## config.mk

```make
export PLATFORM = sky130hd
export DESIGN_NAME = ddrrt_core
export DESIGN_NICKNAME = d
export VERILOG_FILES = /design/src/verilog/ddrrt_delay.v /design/src/verilog/ddrrt_core.v
export VERILOG_INCLUDE_DIRS = /design/src /design/src/verilog
export SDC_FILE = /design/constraint.sdc
export NUM_CORES = 1
export LEC_CHECK = 0
export BUFFER_PORTS_ARGS = -buffer_cell sky130_fd_sc_hd__clkbuf_2
export CAP_MARGIN = 20
export CORE_UTILIZATION = 53
export CTS_CLUSTER_SIZE = 20
export DETAILED_ROUTE_END_ITERATION = 7
export PLACE_DENSITY = 0.77
export SYNTH_ARGS = -nofsm -noshare
export SYNTH_HDL_FRONTEND = slang
export SYNTH_SLANG_ARGS = --single-unit
```

## constraint.sdc

```tcl
create_clock -name i_clk -period 2.6 [get_ports i_clk]
set_input_delay 0.26 -clock i_clk [delete_from_list [all_inputs] [get_ports i_clk]]
set_output_delay 0.26 -clock i_clk [all_outputs]
set_load 0.05 [all_outputs]
```

## src/verilog/ddrrt_defs.vh

```
// Constants for the read turnaround timing block
`ifndef DDRRT_DEFS_VH
`define DDRRT_DEFS_VH
`define DDRRT_CLK_PS 50000
`define DDRRT_RTP_MIN_NCK 4
`define DDRRT_RTP_MIN_PS 7500
`define DDRRT_RTP_NS_CYC ((`DDRRT_RTP_MIN_PS + `DDRRT_CLK_PS - 1) / `DDRRT_CLK_PS)
`define DDRRT_BL_FIX8 2'b00
`define DDRRT_BL_OTF 2'b01
`define DDRRT_BL_FIX4 2'b10
`define DDRRT_WR_001 3'b001
`define DDRRT_WR_001_NCK 6'h06
`define DDRRT_BEATS8 4'h8
`define DDRRT_BEATS4 4'h4
`define DDRRT_CMD_DES 3'h0
`define DDRRT_CMD_ACT 3'h1
`define DDRRT_CMD_RD 3'h2
`define DDRRT_CMD_WR 3'h3
`define DDRRT_CMD_PRE 3'h4
`define DDRRT_CNT_W 8
`endif

```

## src/verilog/ddrrt_delay.v

```verilog
// Down counter that fires a one-cycle pulse after a programmed count
`include "ddrrt_defs.vh"
module ddrrt_delay (
  input wire i_clk,
  input wire i_sys_rst,
  input wire i_ce,
  input wire i_start,
  input wire [7:0] i_count,
  output reg o_fire,
  output wire o_busy
);
  reg [7:0] cnt_q;
  reg busy_q;
  assign o_busy = busy_q;
  always @(posedge i_clk or posedge i_sys_rst) begin
    if (i_sys_rst) begin
      cnt_q <= 8'h00;
      busy_q <= 1'b0;
      o_fire <= 1'b0;
    end else begin
      o_fire <= 1'b0;
      if (i_start) begin
        cnt_q <= i_count;
        busy_q <= 1'b1;
      end else if (busy_q && i_ce) begin
        if (cnt_q <= 8'h01) begin
          busy_q <= 1'b0;
          o_fire <= 1'b1;
        end else begin
          cnt_q <= cnt_q - 8'h01;
        end
      end
    end
  end
endmodule

```

## src/verilog/ddrrt_core.v

```verilog
// Read turnaround, burst mode and auto precharge timing of one DRAM bank
//==========================================================
// Overview of operation
// - The read-to-precharge delay is at least four clocks and 7.5 ns.
// - Mode 00, or mode 01 with A12 high, gives an 8-beat burst.
// - Mode 01 with A12 low gives a 4-beat chop per command.
// - Mode 10 forces every burst to a 4-beat chop.
// - Field bits 11 to 9 are the read-to-precharge code; every code, 001 included, gives six.
// - A10 high on READ precharges the bank after it, low keeps it open.
`include "ddrrt_defs.vh"
module ddrrt_core (
  input wire i_clk,
  input wire i_sys_rst,
  input wire i_ck,
  input wire [2:0] i_cmd,
  input wire i_a10,
  input wire i_a12,
  input wire [1:0] i_bl_mode,
  input wire [2:0] i_rtp_code,
  input wire [5:0] i_cl,
  input wire [5:0] i_cwl,
  input wire [5:0] i_al,
  input wire [7:0] i_tras,
  input wire [7:0] i_trp,
  input wire [7:0] i_trc,
  output reg o_bank_open,
  output reg o_precharging,
  output reg o_act_ok,
  output reg o_pre_ok,
  output reg o_rd_data_valid,
  output reg o_wr_data_expect,
  output reg o_burst_chop,
  output reg o_auto_pre
);
  //==========================================================
  // Link clock sampling
  reg [2:0] ck_sync_q;
  reg ck_lvl_q;
  wire ce;
  always @(posedge i_clk or posedge i_sys_rst) begin
    if (i_sys_rst) begin
      ck_sync_q <= 3'b000;
      ck_lvl_q <= 1'b0;
    end else begin
      ck_sync_q <= {ck_sync_q[1:0], i_ck};
      if (ck_sync_q[2] == ck_sync_q[1])
        ck_lvl_q <= ck_sync_q[2];
    end
  end
  assign ce = (ck_sync_q[2] == ck_sync_q[1]) && ck_sync_q[1] && !ck_lvl_q;
  //==========================================================
  // Command pin sampling
  reg [2:0] cmd_s0_q;
  reg [2:0] cmd_s1_q;
  reg [2:0] cmd_s2_q;
  reg [2:0] a10_sync_q;
  reg [2:0] a12_sync_q;
  wire pins_agree;
  always @(posedge i_clk or posedge i_sys_rst) begin
    if (i_sys_rst) begin
      cmd_s0_q <= `DDRRT_CMD_DES;
      cmd_s1_q <= `DDRRT_CMD_DES;
      cmd_s2_q <= `DDRRT_CMD_DES;
      a10_sync_q <= 3'b000;
      a12_sync_q <= 3'b000;
    end else begin
      cmd_s0_q <= i_cmd;
      cmd_s1_q <= cmd_s0_q;
      cmd_s2_q <= cmd_s1_q;
      a10_sync_q <= {a10_sync_q[1:0], i_a10};
      a12_sync_q <= {a12_sync_q[1:0], i_a12};
    end
  end
  assign pins_agree = (cmd_s2_q == cmd_s1_q)
    && (a10_sync_q[2] == a10_sync_q[1])
    && (a12_sync_q[2] == a12_sync_q[1]);
  wire take = ce && pins_agree;
  //==========================================================
  // Command decode, sampled on CK rise
  wire is_rd = take && (cmd_s2_q == `DDRRT_CMD_RD);
  wire is_wr = take && (cmd_s2_q == `DDRRT_CMD_WR);
  wire is_act = take && (cmd_s2_q == `DDRRT_CMD_ACT);
  wire is_pre = take && (cmd_s2_q == `DDRRT_CMD_PRE);
  reg chop;
  always @* begin
    case (i_bl_mode)
      `DDRRT_BL_FIX8: chop = 1'b0;
      `DDRRT_BL_OTF: chop = !a12_sync_q[2];
      `DDRRT_BL_FIX4: chop = 1'b1;
      default: chop = 1'b0;
    endcase
  end
  wire [3:0] beats = chop ? `DDRRT_BEATS4 : `DDRRT_BEATS8;
  //==========================================================
  // Read-to-precharge delay
  reg [5:0] rtp_prog;
  always @* begin
    case (i_rtp_code)
      `DDRRT_WR_001: rtp_prog = `DDRRT_WR_001_NCK;
      default: rtp_prog = `DDRRT_WR_001_NCK;
    endcase
  end
  localparam integer RTP_MIN_I = (`DDRRT_RTP_MIN_NCK > `DDRRT_RTP_NS_CYC) ?
    `DDRRT_RTP_MIN_NCK : `DDRRT_RTP_NS_CYC;
  wire [5:0] rtp_min = RTP_MIN_I[5:0];
  wire [5:0] rtp_eff = (rtp_prog > rtp_min) ? rtp_prog : rtp_min;
  wire [7:0] rd2pre = {2'b00, i_al} + {2'b00, rtp_eff};
  //==========================================================
  // Bank timers
  reg [7:0] ras_cnt_q;
  reg [7:0] rc_cnt_q;
  reg [7:0] rp_cnt_q;
  reg [7:0] rtp_cnt_q;
  reg ap_pend_q;
  wire tras_met = (ras_cnt_q <= 8'h01);
  wire rtp_met = (rtp_cnt_q <= 8'h01);
  wire ap_go = ap_pend_q && rtp_met && tras_met;
  always @(posedge i_clk or posedge i_sys_rst) begin
    if (i_sys_rst) begin
      ras_cnt_q <= 8'h00;
      rc_cnt_q <= 8'h00;
      rp_cnt_q <= 8'h00;
      rtp_cnt_q <= 8'h00;
      ap_pend_q <= 1'b0;
      o_bank_open <= 1'b0;
      o_precharging <= 1'b0;
      o_act_ok <= 1'b0;
      o_pre_ok <= 1'b0;
      o_burst_chop <= 1'b0;
      o_auto_pre <= 1'b0;
    end else if (ce) begin
      if (ras_cnt_q != 8'h00)
        ras_cnt_q <= ras_cnt_q - 8'h01;
      if (rc_cnt_q != 8'h00)
        rc_cnt_q <= rc_cnt_q - 8'h01;
      if (rp_cnt_q != 8'h00)
        rp_cnt_q <= rp_cnt_q - 8'h01;
      if (rtp_cnt_q != 8'h00)
        rtp_cnt_q <= rtp_cnt_q - 8'h01;
      if (rp_cnt_q <= 8'h01)
        o_precharging <= 1'b0;
      if (is_act) begin
        o_bank_open <= 1'b1;
        ras_cnt_q <= i_tras;
        rc_cnt_q <= i_trc;
      end
      if (is_rd || is_wr)
        o_burst_chop <= chop;
      if (is_rd) begin
        rtp_cnt_q <= rd2pre;
        ap_pend_q <= a10_sync_q[2];
        o_auto_pre <= a10_sync_q[2];
      end
      if (is_pre || ap_go) begin
        o_bank_open <= 1'b0;
        o_precharging <= 1'b1;
        rp_cnt_q <= i_trp;
        ap_pend_q <= 1'b0;
      end
      o_pre_ok <= o_bank_open && !is_rd && !is_pre && !ap_go
        && !ap_pend_q && rtp_met && tras_met;
      o_act_ok <= !o_bank_open && !is_act && (rp_cnt_q <= 8'h01)
        && (rc_cnt_q <= 8'h01);
    end
  end
  //==========================================================
  // Data windows
  wire rd_fire;
  wire wr_fire;
  reg [3:0] rd_beats_q;
  reg [3:0] wr_beats_q;
  reg [3:0] rd_len_q;
  reg [3:0] wr_len_q;
  wire [7:0] rl = {2'b00, i_cl} + {2'b00, i_al};
  wire [7:0] wl = {2'b00, i_cwl} + {2'b00, i_al};
  ddrrt_delay u_rd_lat (
    .i_clk(i_clk),
    .i_sys_rst(i_sys_rst),
    .i_ce(ce),
    .i_start(is_rd),
    .i_count(rl),
    .o_fire(rd_fire),
    .o_busy()
  );
  ddrrt_delay u_wr_lat (
    .i_clk(i_clk),
    .i_sys_rst(i_sys_rst),
    .i_ce(ce),
    .i_start(is_wr),
    .i_count(wl),
    .o_fire(wr_fire),
    .o_busy()
  );
  always @(posedge i_clk or posedge i_sys_rst) begin
    if (i_sys_rst) begin
      rd_beats_q <= 4'h0;
      wr_beats_q <= 4'h0;
      rd_len_q <= 4'h0;
      wr_len_q <= 4'h0;
      o_rd_data_valid <= 1'b0;
      o_wr_data_expect <= 1'b0;
    end else begin
      if (is_rd)
        rd_len_q <= beats;
      if (is_wr)
        wr_len_q <= beats;
      if (rd_fire)
        rd_beats_q <= rd_len_q;
      else if (ce && rd_beats_q > 4'h1)
        rd_beats_q <= rd_beats_q - 4'h2;
      else if (ce)
        rd_beats_q <= 4'h0;
      if (wr_fire)
        wr_beats_q <= wr_len_q;
      else if (ce && wr_beats_q > 4'h1)
        wr_beats_q <= wr_beats_q - 4'h2;
      else if (ce)
        wr_beats_q <= 4'h0;
      o_rd_data_valid <= rd_fire || (rd_beats_q > 4'h2)
        || (!ce && rd_beats_q != 4'h0);
      o_wr_data_expect <= wr_fire || (wr_beats_q > 4'h2)
        || (!ce && wr_beats_q != 4'h0);
    end
  end
endmodule

```

==> out/metrics.yaml <==
global_route:
  gr-usage-all-layers_pct: 23.4
  overflow: 0
  grt_pass1_wl_um: 18700
  grt_pass1_vias: 4197
  antenna_found_initial: 0
  grt_max_degree: 50
drt:
  wl_per_cell_um: 14.5
  drc: 0
  totalWireLength_um: 10800
  drtIter0Drc: 185
  drt_first_pass_iters: 4
  viasPerCell: 5.64
  vias: 4210
  ant_nets: 0
critical_path:
  path_cells: "or4_4, nor4_4, a31oi_1, buf_4, and3_2, nor3_1"
  crit_path_end_kind: "flop"
  max_stage_delay_ps: 610
  slowest_stage: "or4_4"
  reg2reg_slack_ps: 270
  path_class: "flop to flop"
  required_ps: 2880
  worstSetupStartpointType: "flop"
  critPathMaxFanout: 10
  critical_path_arrival_ps: 2610
synth:
  synth_top_cell_area_share_pct: 42.9
  synthFlopType: "dfrtp_1"
  synth_area_mm2: 0.00525
  syn-num-nets: 626
  ys_seq_elements: 90
  syn_inst: 539
  synth_area_leaders: "dfrtp_1 43%, ha_1 7.1%, xnor2_1 4.3%"
  yosysWarnings: 0
  synth.distinct_cells: 69
  yosysSeqAreaShare_pct: 42.9
  synth_edf_count: 0
  avgSynthCellArea_um2: 9.74
  synth_top_area_cell: "dfrtp_1"
  async_flop_share_pct: 100
sta:
  worst_pin_slew_ps: 603
  skew_ps: 9.90
  setup_ws_ps: 274
  slew_viol_final: 0
  rsz0062_at_grt: "no"
  finalCriticalPeriod_ps: 2330
  hold_ws_ps: 96.3
  hold_viol_final: 0
  setup_violations: 0
  fin_setup_tns_ps: 0
  finalCritPeriodShare_pct: 89.5
  slew_headroom_pct: 59.4
  fmax_mhz: 430
placed_design:
  port_buffers: 59
  place_area_mm2: 0.00576
  place_ws_ps: 290
  dpl.cell_count: 723
  hpwlAfterDp_um: 7970
  place_congestion: 0.856
clocking:
  cts-root-buf: "clkbuf_8"
  clk_path_buf_depth: 2
  cts-htree-levels: 3
  cts_tree: "built"
  clkSinkCount: 90
  cts_buffers: 9
  post_cts_buffers: 0
  clock_latency_ps: 360
  clk_pin_slew_worst_paths_ps: 80
finish:
  fillers: 779
  drive_gt1_share_pct: 17.7
  area_growth_pct: 14.6
  layout.nets: 699
  final_common_cell: "dfrtp_1"
  final_cell_mix: "90 x dfrtp_1, 59 x clkbuf_2, 48 x nand2_1"
  antenna_cells: 0
  layoutNonFillerInstCount: 746
  postLayoutCellArea_mm2: 0.00602
status:
  outcome: "finished, final reports clean"
floorplan:
  die_w_um: 102
  row_count: 35
  ioPinCount: 63
  initial_utilization_pct: 55.8
  fp.dieArea_mm2: 0.0103
  core_mm2: 0.00942
  chipHeight_um: 102
power:
  leakagePower_uw: 0.00271
  power_density_mw_per_mm2: 622
  ir_worst_vdd_uv: 450
hold_path:
  min_path_type: "input pin to flop"
job:
  cap_violations: 0
-- kinds of logic (layout without fill, tap and decap cells) --
kind of cell	after synthesis	count (layout)	share of synthesized area [%]
fa+ha+maj	32	32	7.91
buf+inv	50	128	3.72
xor+xnor	33	33	5.51
compound gates	124	124	16.5
flops	90	90	42.9
simple gates	195	195	20.5
mux	15	15	2.93
-- power breakdown --
part           switching (uW)  internal (uW)  leakage, uW  total [uW]
logic                     498            438      0.00154         936
registers                 260           1620      0.00108        1880
clock network             485            438    0.0000958         923
-- synthesized netlist by cell type (5+ instances only) --
master	number
nor3_1	20
dfrtp_1	90
buf_2	6
a21oi_1	32
nor4_1	10
a311o_1	6
xor2_1	7
clkbuf_1	10
xnor2_1	26
nand3_1	8
o21ai_0	39
ha_1	30
or4_1	7
inv_1	33
or3_1	15
nand2_1	48
nor2_1	38
mux2i_1	12
nand3b_1	5
a21o_1	6
-- routing by layer --
layer  GRT usage (%)  share of wire, %
met1            28.8                45
met4            9.36               1.9
met2            40.2                50
met3            4.83               3.3
met5               0                 0
-- layout make-up --
cell class	count	area, um^2	share of cell area, %
clock buffer	10	128	2.12
clock inverter	6	57.6	0.957
inverter	33	125	2.08
multi-input combinational	399	2810	46.6
timing repair buffer	79	488	8.11
tap	129	161	2.68
sequential	90	2250	37.4
-- through the flow --
| step | util, % | total power, uW |
|---|---|---|
| floorplan | - | 2570 |
| global placement | 61.2 | 2780 |
| detailed placement | 61.2 | 2830 |
| CTS | 63.9 | 3770 |
| global route | 63.9 | 4000 |
| finish | 63.9 | 3740 |
-- repair_timing --
action / 4_1_cts / 5_1_grt
endpoints found under the hold margin: 24 / 0
gates resized for setup: 0 / 0
hold buffers: 7 / 0
-- critical path, delay by kind of cell, from the launching register on --
family	cells	cell delay [ps]
AO/OA/AOI/OAI	1	200
buffers and inverters	1	210
flip-flops	1	450
AND/OR/NAND/NOR	4	1400
-- worst paths after layout --
path,from,depth (start not counted),endpoint
setup / recovery,ras_cnt_q[4],6,rp_cnt_q[4]
min in group asynchronous,i_sys_rst,3,rp_cnt_q[4]
hold / removal,i_trc[5],2,rc_cnt_q[5]
max in group asynchronous,i_sys_rst,4,ras_cnt_q[3]
hold reg to reg,a12_sync_q[0],0,a12_sync_q[1]
setup reg to reg,ras_cnt_q[4],6,rp_cnt_q[4]
-- registers in the layout, summed over array words and instances, names as in the netlist, 3 cells and up --
register / count
wr_beats_q: 3
cmd_s0_q: 3
cmd_s1_q: 3
u_wr_lat.cnt_q: 8
a10_sync_q: 3
rtp_cnt_q: 8
a12_sync_q: 3
cmd_s2_q: 3
rd_beats_q: 3
ras_cnt_q: 8
ck_sync_q: 3
rp_cnt_q: 8
rc_cnt_q: 8
u_rd_lat.cnt_q: 8
Note: power is estimated with default switching activity, not from simulation.
